File: src/core/psic_pkg.sv
// Purpose: Shared constants for the status summary and interrupt block
// Assumes: APB with 32-bit data, one aligned word per register
// Notes:   Byte address is four times the register index
package psic_pkg;

    // ------------------------------------------------------------------
    // Register indices and byte addresses
    // ------------------------------------------------------------------
    localparam logic [7:0] PHY_STATUS_SUMMARY_IDX = 8'h10;
    localparam logic [7:0] IRQ_CONTROL_IDX        = 8'h11;
    localparam logic [7:0] EVENT_STATUS_EN_IDX    = 8'h12;
    localparam logic [9:0] PHY_STATUS_SUMMARY_ADR =
        {PHY_STATUS_SUMMARY_IDX, 2'h0};
    localparam logic [9:0] IRQ_CONTROL_ADR        =
        {IRQ_CONTROL_IDX, 2'h0};
    localparam logic [9:0] EVENT_STATUS_EN_ADR    =
        {EVENT_STATUS_EN_IDX, 2'h0};

    // ------------------------------------------------------------------
    // Field positions
    // ------------------------------------------------------------------
    localparam int STS_LINK     = 0;
    localparam int STS_SPEED    = 1;
    localparam int STS_DUPLEX   = 2;
    localparam int STS_LOOPBACK = 3;
    localparam int STS_AN_DONE  = 4;
    localparam int STS_JABBER   = 5;
    localparam int CTL_PIN_OE   = 0;
    localparam int CTL_GLOBAL   = 1;
    localparam int CTL_TEST     = 2;
    localparam int CTL_WIDTH    = 3;
    localparam int EVT_NUM      = 7;
    localparam int EVT_FLAG_LSB = 8;

    // Event order inside the flag and enable fields
    localparam int EVT_RX_ERR_HALF = 0;
    localparam int EVT_FC_HALF     = 1;
    localparam int EVT_AN_DONE     = 2;
    localparam int EVT_DUPLEX      = 3;
    localparam int EVT_SPEED       = 4;
    localparam int EVT_LINK        = 5;
    localparam int EVT_ENERGY      = 6;

    // Events that fire on any change rather than on rising only
    localparam logic [EVT_NUM-1:0] EVT_ANY_EDGE = 7'h78;

    // ------------------------------------------------------------------
    // Reset values
    // ------------------------------------------------------------------
    localparam logic [CTL_WIDTH-1:0] IRQ_CONTROL_RST = 3'h0;
    localparam logic [EVT_NUM-1:0]   EVENT_EN_RST    = 7'h00;
    localparam logic [31:0]          PRDATA_RST      = 32'h00000000;

endpackage : psic_pkg

File: src/core/psic_evt_if.sv
// Purpose: Carries one event between the controller and its latch
// Assumes: All signals on the controller clock
// Notes:   level and clr driven by controller, flag by latch
`timescale 1ns/10ps
interface psic_evt_if;
    logic level;
    logic clr;
    logic flag;

    modport ctrl  (output level, output clr, input flag);
    modport latch (input level, input clr, output flag);
endinterface : psic_evt_if

File: src/core/psic_ctrl.sv
// Purpose: Status summary word and interrupt control behind APB
// Assumes: PHY status inputs are on CORE_CLK; the pin input is not
// Notes:   Answers with pready high in every access phase
`timescale 1ns/10ps
module psic_ctrl (
    input  wire logic        CORE_CLK,
    input  wire logic        RESET_N,
    input  wire logic        PSEL,
    input  wire logic        PENABLE,
    input  wire logic        PWRITE,
    input  wire logic [9:0]  PADDR,
    input  wire logic [31:0] PWDATA,
    output logic      [31:0] PRDATA,
    output logic             PREADY,
    output logic             PSLVERR,
    input  wire logic        LINK_UP,
    input  wire logic        SPEED_IS_LOW,
    input  wire logic        FULL_DUPLEX,
    input  wire logic        LOOPBACK_ON,
    input  wire logic        AN_COMPLETE,
    input  wire logic        JABBER,
    input  wire logic        ENERGY_DETECT,
    input  wire logic        FC_HALF_FULL,
    input  wire logic        RX_ERR_HALF_FULL,
    input  wire logic        PD_IRQ_PIN_I,
    output logic             PD_IRQ_PIN_O,
    output logic             PD_IRQ_PIN_OE,
    output logic             POWER_DOWN,
    output logic             IRQ
);

    localparam int NE = psic_pkg::EVT_NUM;
    localparam int FL = psic_pkg::EVT_FLAG_LSB;

    // ------------------------------------------------------------------
    // State
    // ------------------------------------------------------------------
    typedef struct packed {
        logic [31:0]                    prdata;
        logic [psic_pkg::CTL_WIDTH-1:0] ctl;
        logic [NE-1:0]                  en;
        logic                           pd_s1;
        logic                           pd_s2;
    } psic_ctrl_s;

    psic_ctrl_s s_q;
    psic_ctrl_s s_d;

    logic [NE-1:0] ev_lvl;
    logic [NE-1:0] ev_flag;
    logic [NE-1:0] ev_clr;
    logic [15:0]   stat_w;
    logic          setup;
    logic          access;
    logic          hit_sts;
    logic          hit_ctl;
    logic          hit_evt;
    logic          irq_w;

    // ------------------------------------------------------------------
    // Event latches
    // ------------------------------------------------------------------
    always_comb begin
        ev_lvl = '0;
        ev_lvl[psic_pkg::EVT_RX_ERR_HALF] = RX_ERR_HALF_FULL;
        ev_lvl[psic_pkg::EVT_FC_HALF]     = FC_HALF_FULL;
        ev_lvl[psic_pkg::EVT_AN_DONE]     = AN_COMPLETE;
        ev_lvl[psic_pkg::EVT_DUPLEX]      = FULL_DUPLEX;
        ev_lvl[psic_pkg::EVT_SPEED]       = SPEED_IS_LOW;
        ev_lvl[psic_pkg::EVT_LINK]        = LINK_UP;
        ev_lvl[psic_pkg::EVT_ENERGY]      = ENERGY_DETECT;
    end

    psic_evt_if ev [NE] ();

    genvar gi;
    generate
        for (gi = 0; gi < NE; gi++) begin : g_evt
            assign ev[gi].level = ev_lvl[gi];
            assign ev[gi].clr   = ev_clr[gi];
            assign ev_flag[gi]  = ev[gi].flag;
            psic_event #(
                .ANY_EDGE (psic_pkg::EVT_ANY_EDGE[gi])
            ) u_evt (
                .clk   (CORE_CLK),
                .rst_n (RESET_N),
                .evt   (ev[gi])
            );
        end
    endgenerate

    // ------------------------------------------------------------------
    // Status summary word, live and never cleared by reads
    // ------------------------------------------------------------------
    always_comb begin
        stat_w = '0;
        stat_w[psic_pkg::STS_JABBER]   = JABBER & SPEED_IS_LOW;
        stat_w[psic_pkg::STS_AN_DONE]  = AN_COMPLETE;
        stat_w[psic_pkg::STS_LOOPBACK] = LOOPBACK_ON;
        stat_w[psic_pkg::STS_DUPLEX]   = FULL_DUPLEX;
        stat_w[psic_pkg::STS_SPEED]    = SPEED_IS_LOW;
        stat_w[psic_pkg::STS_LINK]     = LINK_UP;
    end

    // ------------------------------------------------------------------
    // APB decode
    // ------------------------------------------------------------------
    assign setup   = PSEL & ~PENABLE;
    assign access  = PSEL & PENABLE;
    assign hit_sts = (PADDR == psic_pkg::PHY_STATUS_SUMMARY_ADR);
    assign hit_ctl = (PADDR == psic_pkg::IRQ_CONTROL_ADR);
    assign hit_evt = (PADDR == psic_pkg::EVENT_STATUS_EN_ADR);
    assign PREADY  = 1'b1;
    assign PSLVERR = access & ~(hit_sts | hit_ctl | hit_evt);
    assign PRDATA  = s_q.prdata;

    // Clear only the flags already shown to software
    assign ev_clr = (access & ~PWRITE & hit_evt)
                    ? s_q.prdata[FL +: NE] : '0;

    always_comb begin
        s_d = s_q;
        s_d.pd_s1 = PD_IRQ_PIN_I;
        s_d.pd_s2 = s_q.pd_s1;
        if (setup && !PWRITE) begin
            s_d.prdata = psic_pkg::PRDATA_RST;
            if (hit_sts) begin
                s_d.prdata[15:0] = stat_w;
            end else if (hit_ctl) begin
                s_d.prdata[psic_pkg::CTL_WIDTH-1:0] = s_q.ctl;
            end else if (hit_evt) begin
                s_d.prdata[FL +: NE] = ev_flag;
                s_d.prdata[NE-1:0]   = s_q.en;
            end
        end
        if (access && PWRITE && hit_ctl) begin
            s_d.ctl = PWDATA[psic_pkg::CTL_WIDTH-1:0];
        end
        if (access && PWRITE && hit_evt) begin
            s_d.en = PWDATA[NE-1:0];
        end
    end

    always_ff @(posedge CORE_CLK or negedge RESET_N) begin
        if (!RESET_N) begin
            s_q.prdata <= psic_pkg::PRDATA_RST;
            s_q.ctl    <= psic_pkg::IRQ_CONTROL_RST;
            s_q.en     <= psic_pkg::EVENT_EN_RST;
            s_q.pd_s1  <= 1'b0;
            s_q.pd_s2  <= 1'b0;
        end else begin
            s_q <= s_d;
        end
    end

    // ------------------------------------------------------------------
    // Interrupt and shared pin
    // ------------------------------------------------------------------
    assign irq_w = s_q.ctl[psic_pkg::CTL_TEST]
                 | (s_q.ctl[psic_pkg::CTL_GLOBAL]
                    & (|(ev_flag & s_q.en)));
    assign IRQ           = irq_w;
    assign PD_IRQ_PIN_OE = s_q.ctl[psic_pkg::CTL_PIN_OE];
    assign PD_IRQ_PIN_O  = irq_w & s_q.ctl[psic_pkg::CTL_PIN_OE];
    assign POWER_DOWN    = s_q.pd_s2 & ~s_q.ctl[psic_pkg::CTL_PIN_OE];

    // ------------------------------------------------------------------
    // Assertions
    // ------------------------------------------------------------------
    jabber_gate_a: assert property (
        @(posedge CORE_CLK) disable iff (!RESET_N)
        (setup && !PWRITE && hit_sts) |=>
            PRDATA[5] == ($past(JABBER) && $past(SPEED_IS_LOW)))
        else $error("jabber bit not gated by speed");

    jabber_keep_a: assert property (
        @(posedge CORE_CLK) disable iff (!RESET_N)
        (access && !PWRITE && hit_sts && $stable(JABBER)
            && $stable(SPEED_IS_LOW)) |-> $stable(stat_w[5]))
        else $error("jabber bit changed by read");

    an_done_a: assert property (
        @(posedge CORE_CLK) disable iff (!RESET_N)
        (setup && !PWRITE && hit_sts) |=> PRDATA[4] == $past(AN_COMPLETE))
        else $error("negotiation bit wrong");

    loop_bit_a: assert property (
        @(posedge CORE_CLK) disable iff (!RESET_N)
        (setup && !PWRITE && hit_sts) |=> PRDATA[3] == $past(LOOPBACK_ON))
        else $error("loopback bit wrong");

    duplex_bit_a: assert property (
        @(posedge CORE_CLK) disable iff (!RESET_N)
        (setup && !PWRITE && hit_sts) |=> PRDATA[2] == $past(FULL_DUPLEX))
        else $error("duplex bit wrong");

    speed_bit_a: assert property (
        @(posedge CORE_CLK) disable iff (!RESET_N)
        (setup && !PWRITE && hit_sts) |=> PRDATA[1] == $past(SPEED_IS_LOW))
        else $error("speed bit wrong");

    link_bit_a: assert property (
        @(posedge CORE_CLK) disable iff (!RESET_N)
        (setup && !PWRITE && hit_sts) |=> PRDATA[0] == $past(LINK_UP))
        else $error("link bit wrong");

    link_keep_a: assert property (
        @(posedge CORE_CLK) disable iff (!RESET_N)
        (access && !PWRITE && hit_sts) |=>
            (!$stable(LINK_UP) || $stable(stat_w[0])))
        else $error("link bit changed by read");

    ctl_reserved_a: assert property (
        @(posedge CORE_CLK) disable iff (!RESET_N)
        (setup && !PWRITE && hit_ctl) |=> PRDATA[31:3] == 29'h0)
        else $error("reserved control bits not zero");

    test_irq_a: assert property (
        @(posedge CORE_CLK) disable iff (!RESET_N)
        (access && PWRITE && hit_ctl && PWDATA[2]) |=> IRQ)
        else $error("test interrupt not raised");

    global_gate_a: assert property (
        @(posedge CORE_CLK) disable iff (!RESET_N)
        (!s_q.ctl[2] && !s_q.ctl[1]) |-> !IRQ)
        else $error("interrupt without enable");

    pin_role_a: assert property (
        @(posedge CORE_CLK) disable iff (!RESET_N)
        (access && PWRITE && hit_ctl) |=>
            (PD_IRQ_PIN_OE == $past(PWDATA[0]))
                && (!PD_IRQ_PIN_OE
                    || (PD_IRQ_PIN_O == IRQ && !POWER_DOWN)))
        else $error("pin role wrong");

    pd_input_a: assert property (
        @(posedge CORE_CLK) disable iff (!RESET_N)
        ($past(RESET_N, 2) && !PD_IRQ_PIN_OE)
            |-> POWER_DOWN == $past(PD_IRQ_PIN_I, 2))
        else $error("power-down input not followed");

    flag_latch_a: assert property (
        @(posedge CORE_CLK) disable iff (!RESET_N)
        $rose(AN_COMPLETE) |=> ev_flag[2])
        else $error("event flag not latched");

    flag_clear_a: assert property (
        @(posedge CORE_CLK) disable iff (!RESET_N)
        (access && !PWRITE && hit_evt && $stable(ev_lvl)) |=>
            (ev_flag & $past(PRDATA[FL +: NE])) == '0)
        else $error("shown event flag not cleared");

    irq_event_a: assert property (
        @(posedge CORE_CLK) disable iff (!RESET_N)
        (s_q.ctl[1] && s_q.en[5] && $changed(LINK_UP)
            && !(access && PWRITE && (hit_ctl || hit_evt))) |=> IRQ)
        else $error("enabled event gave no interrupt");

endmodule : psic_ctrl

File: src/core/psic_event.sv
// Purpose: Sticky event flag with edge detection
// Assumes: Level input is on the same clock
// Notes:   A new event in the clear cycle keeps the flag set
`timescale 1ns/10ps
module psic_event #(
    parameter bit ANY_EDGE = 1'b1
) (
    input  wire logic   clk,
    input  wire logic   rst_n,
    psic_evt_if.latch   evt
);

    typedef struct packed {
        logic prev;
        logic flag;
    } psic_evt_s;

    psic_evt_s s_q;
    psic_evt_s s_d;
    logic      hit;

    always_comb begin
        hit = ANY_EDGE ? (evt.level ^ s_q.prev) : (evt.level & ~s_q.prev);
        s_d = s_q;
        s_d.prev = evt.level;
        // Set beats clear
        s_d.flag = hit | (s_q.flag & ~evt.clr);
    end

    always_ff @(posedge clk or negedge rst_n) begin
        if (!rst_n) begin
            s_q <= '0;
        end else begin
            s_q <= s_d;
        end
    end

    assign evt.flag = s_q.flag;

endmodule : psic_event

File: config.mk
export PLATFORM = sky130hd
export DESIGN_NAME = psic_ctrl
export DESIGN_NICKNAME = d
export VERILOG_FILES = /design/src/core/psic_pkg.sv /design/src/core/psic_evt_if.sv /design/src/core/psic_ctrl.sv /design/src/core/psic_event.sv
export SDC_FILE = /design/constraint.sdc
export NUM_CORES = 1
export LEC_CHECK = 0
export ABC_AREA = 1
export BUFFER_PORTS_ARGS = -buffer_cell sky130_fd_sc_hd__buf_4
export CAP_MARGIN = 30
export CORE_UTILIZATION = 43
export DETAILED_ROUTE_END_ITERATION = 6
export PLACE_DENSITY = 0.74
export SETUP_SLACK_MARGIN = 0.02
export SLEW_MARGIN = 20
export SYNTH_ARGS = -nofsm -noshare
export SYNTH_HDL_FRONTEND = slang
export SYNTH_SLANG_ARGS = --single-unit
File: constraint.sdc
create_clock -name CORE_CLK -period 0.8 [get_ports CORE_CLK]
set_input_delay 0 -clock CORE_CLK [delete_from_list [all_inputs] [get_ports CORE_CLK]]
set_output_delay 0 -clock CORE_CLK [all_outputs]
set_load 0.01 [all_outputs]
==> metrics.md <==
| Metric | Value |
|---|---|
| Non-Filler Instances | 434 |
| Max cap viols | 0 |
| Reg2reg end | PRDATA[0] |
| Tightest Pin Transition | slightly above 0.5 ns |
| Global route overflow | 0 |
| Die width | 73.4 um |
| Multiplexer share of the synthesized area | 0% |
| Worst Hold Class | input port to register |
| Final Core Density | 70.9% |
| Xor-xnor portion of the synthesized cell area | 1.60% |
| Final setup margin | -0.528 ns |
| Synth top area cells | dfrtp_1 46%, nand2_1 13%, buf_4 11%, nand3_1 5.0%, inv_1 3.4% |
| Outcome | finished with violations |
| Initial DRC count | 136 |
| First-pass GRT wire length | 9.16 mm |
| Hold Slack | around 0.033 ns |
| Pwr dens | 1200 mW/mm^2 |
| Worst Setup End Kind | output pin |
| Port bufs | 50 |
| Post-synthesis compound-gate area fraction | 4.45% |
| Max transition margin | about 66% |
| Vias in the first global route | 2018 |
| Dominant cell type by area after synthesis | dfrtp_1 |
| Tcrit/Tclk final | 166% |
| CTS H-tree depth | 2 |
| Adder-Cell Fraction of Synth Area | 0% |
| R2R depth | 5 |
| Largest net degree at the start of global routing | 41 |
| Placeable Area | 0.00482 sq mm |
| Area Overhead vs Synth | 55.6% |
| Fin. Hold Viols | 0 |
| Hold Startpoint | LOOPBACK_ON |
| FFs w/ async S/R, synth | 100% |
| Failing checks | setup timing |
| Setup_tns | -2.63 ns |
| Post-route cell area | 0.00341 sq mm |
| CP peak stage delay | 0.40 ns |
| Sequential-to-total area share from yosys stat | 45.6% |
| Row Count | 25 |
| Die Span Y | 73.4 um |
| Detail Route Antenna Nets | 0 |
| DP Cell Count | 393 |
| CTS Root Cell | clkbuf_8 |
| Wirelength per Cell | 13.3 um |
| Initial antenna violation count | 0 |
| Die Area | around 0.0054 sq mm |
| #FFs+latches synth | 40 |
| CTS max path bufs | 2 |
| Starting density of the core | between 40% and 50% |
| CTS clock-pin slew for the worst setup and hold paths | ~0.080 ns |
| Via/cell ratio | between 4 and 5 |
| Initial DRT Pass Iterations | 4 |
| DRC | 0 |
| Critical path class | register to output pin |
| Layout Nets | ~420 |
| Startpoint Class | register |
| Critical path required time | 0.80 ns |
| Via count | 2031 |
| Pins Over Slew Limit | 0 |
| Synth Instances | 265 |
| Critical path cell sequence | nand2_1 -> and3_4 -> nand3_2 -> nand2_2 -> a21oi_2 -> buf_4 |
| Final Setup Violations | 28 |
| TritonCTS clock tree | done |
| Worst-path fanout max | 2 |
| IO Pins | 95 |
| CP Buf/Inv Count | 1 |
| Lkg Pwr | 1.75 nW |
| Slowest-stage cell, CP | dfrtp_1 |
| Worst path top cell family by delay | simple AND/OR/NAND/NOR gates |
| Final wirelength | 5.79 mm |
| Post-synth EDFFs | 0 |
| Yosys top cell area share | 45.6% |
| Clock sink count | 40 |
| Most used DFF post-synth | dfrtp_1 |
| Main combinational cell family by area after synthesis | simple AND/OR/NAND/NOR gates |
| HPWL after DPL | 3.62 mm |
| Crit path DAT | 1.33 ns |
| Post-Synth Simple-Gate Area | 31.4% |
| Hold path depth | 5 |
| Flop-to-flop setup slack | -0.15 ns |
| Post-synth cell types | 27 |
| RSZ-0062 raised after global routing | true |
| Gpl congestion | 0.844 |
| Peak VDD IR | 0.862 mV |
| R2R Path Start | PD_IRQ_PIN_OE |
| Cts bufs inserted | 5 |
| WHS Endpoint | PRDATA[3] |
| ANT cells | 0 |
| Final min period | 1.33 ns |
| Clk_lat worst skew | ~0.30 ns |
| F_max | 753 MHz |
| Final worst clock skew | 0.00619 ns |
| Syn avg cell area | ~8.3 sq um |
| Post-synthesis cell area | ~0.0022 sq mm |
| Synth warn | 0 |
| Global-route usage over all layers | 22.8% |
| Share of cells above drive strength 1 | between 40 and 50% |
| Cell Area, Placed | around 0.0028 sq mm |
per-layer routing:
layer / vias up / share of wire (%) / global-route usage (%) / wire length (um)
met1: 969 / 40 / 27.2 / 2310
met5: - / 0 / 0 / 0
met3: 13 / 4.2 / 3.98 / 243
li1: 982 / - / - / -
met4: 0 / 2.7 / 8.97 / 155
met2: 67 / 53 / 40.8 / 3080
tightest hold or removal path, cell delays in order:
cell	delay, ns
buf_4	0.08
nand3_1	0.06
o21ai_1	0.07
nand2_1	0.05
nand2_1	0.05
through the flow:
stage	worst slack (ns)	total power [mW]
after floorplan	-0.0353	2.43
after global placement	-0.219	2.65
after detailed placement	-0.248	2.66
after CTS	-0.527	4.08
after global routing	-0.609	4.25
final	-0.528	4.09
power by group:
group,total (mW),internal [mW],switching [mW]
clock,1.33,0.591,0.743
sequential,2.07,2.05,0.0171
combinational,0.681,0.331,0.350
area by class of cell:
type,instances,area (sq um)
fill,403,1400
multi-input combinational,181,1040
sequential,40,1000
clock buffer,5,68.8
inverter,24,124
clock inverter,2,12.5
tap,67,83.8
timing repair buffer,115,1080
worst max path at each step:
stage	to	slack [ns]	cells past startpoint	start
2_1_floorplan	PD_IRQ_PIN_O	-0.04	5	g_evt[6].u_evt.evt.flag
3_3_place_gp	s_q[8]	-0.22	7	PADDR[5]
3_5_place_dp	s_q[2]	-0.25	9	PADDR[2]
4_1_cts	PD_IRQ_PIN_O	-0.53	6	g_evt[6].u_evt.evt.flag
5_1_grt	PD_IRQ_PIN_O	-0.61	7	s_q[2]
6_report	PD_IRQ_PIN_O	-0.53	6	s_q[7]
cells by family after synthesis:
kind of cell              count (synthesis)
buffers and inverters                    61
and+or+nand+nor                         139
DFF                                      40
xor gates and xnor gates                  4
AOI/OAI and AO/OA                        19
other                                     2
Yosys cell counts, types with 4 or more instances:
cell type / instances
xnor2_1: 4
nand3_1: 22
buf_4: 33
nand2_1: 78
o21ai_0: 4
nand4_1: 7
o21ai_1: 12
nor2_1: 11
nand2_2: 7
dfrtp_1: 40
inv_1: 20
nor2_2: 4
inv_2: 4
cell usage in the layout, fill, tap and decap left out:
cell           Yosys  routed
nand4_1            7       7
o21ai_1           12      15
o21ai_2            0       1
nand2_2            7      15
inv_2              4       6
nand3_2            1       6
dfrtp_1           40      40
buf_4             33      54
inv_4              0       1
nor3b_4            1       1
nand2_8            0       1
nor2_4             2       6
nand2_4            1       4
conb_1             2      19
clkinv_2           0       1
nor2_8             2       2
buf_6              1      43
xnor2_1            4       4
clkinvlp_4         0       1
a211oi_2           0       1
nand2_1           78      66
buf_8              0       2
nor2_2             4       4
nand3_4            1       2
inv_1             20      14
nand3_1           22      16
dlygate4sd3_1      0      16
nor2_1            11       7
a21oi_2            0       2
inv_16             0       1
or2_4              0       1
and3_4             0       1
clkbuf_8           0       5
inv_8              0       2
sequential cells by signal, summed over array words and instances, names as in the netlist:
signal and cells:
s_q 10, PD_IRQ_PIN_OE 1, g_evt.u_evt.evt.flag 7, PRDATA 14, g_evt.u_evt.s_q 7, s_d 1
what timing repair did:
action | 4_1_cts | 5_1_grt
setup buffers | 15 | 7
resized for setup | 41 | 41
endpoints found under the hold margin | 65 | 0
hold buffers | 16 | 0
pin swaps | 20 | 23
endpoints found under the setup margin | 25 | 46
gates cloned | 0 | 0
(Power assumes the default switching activity.)
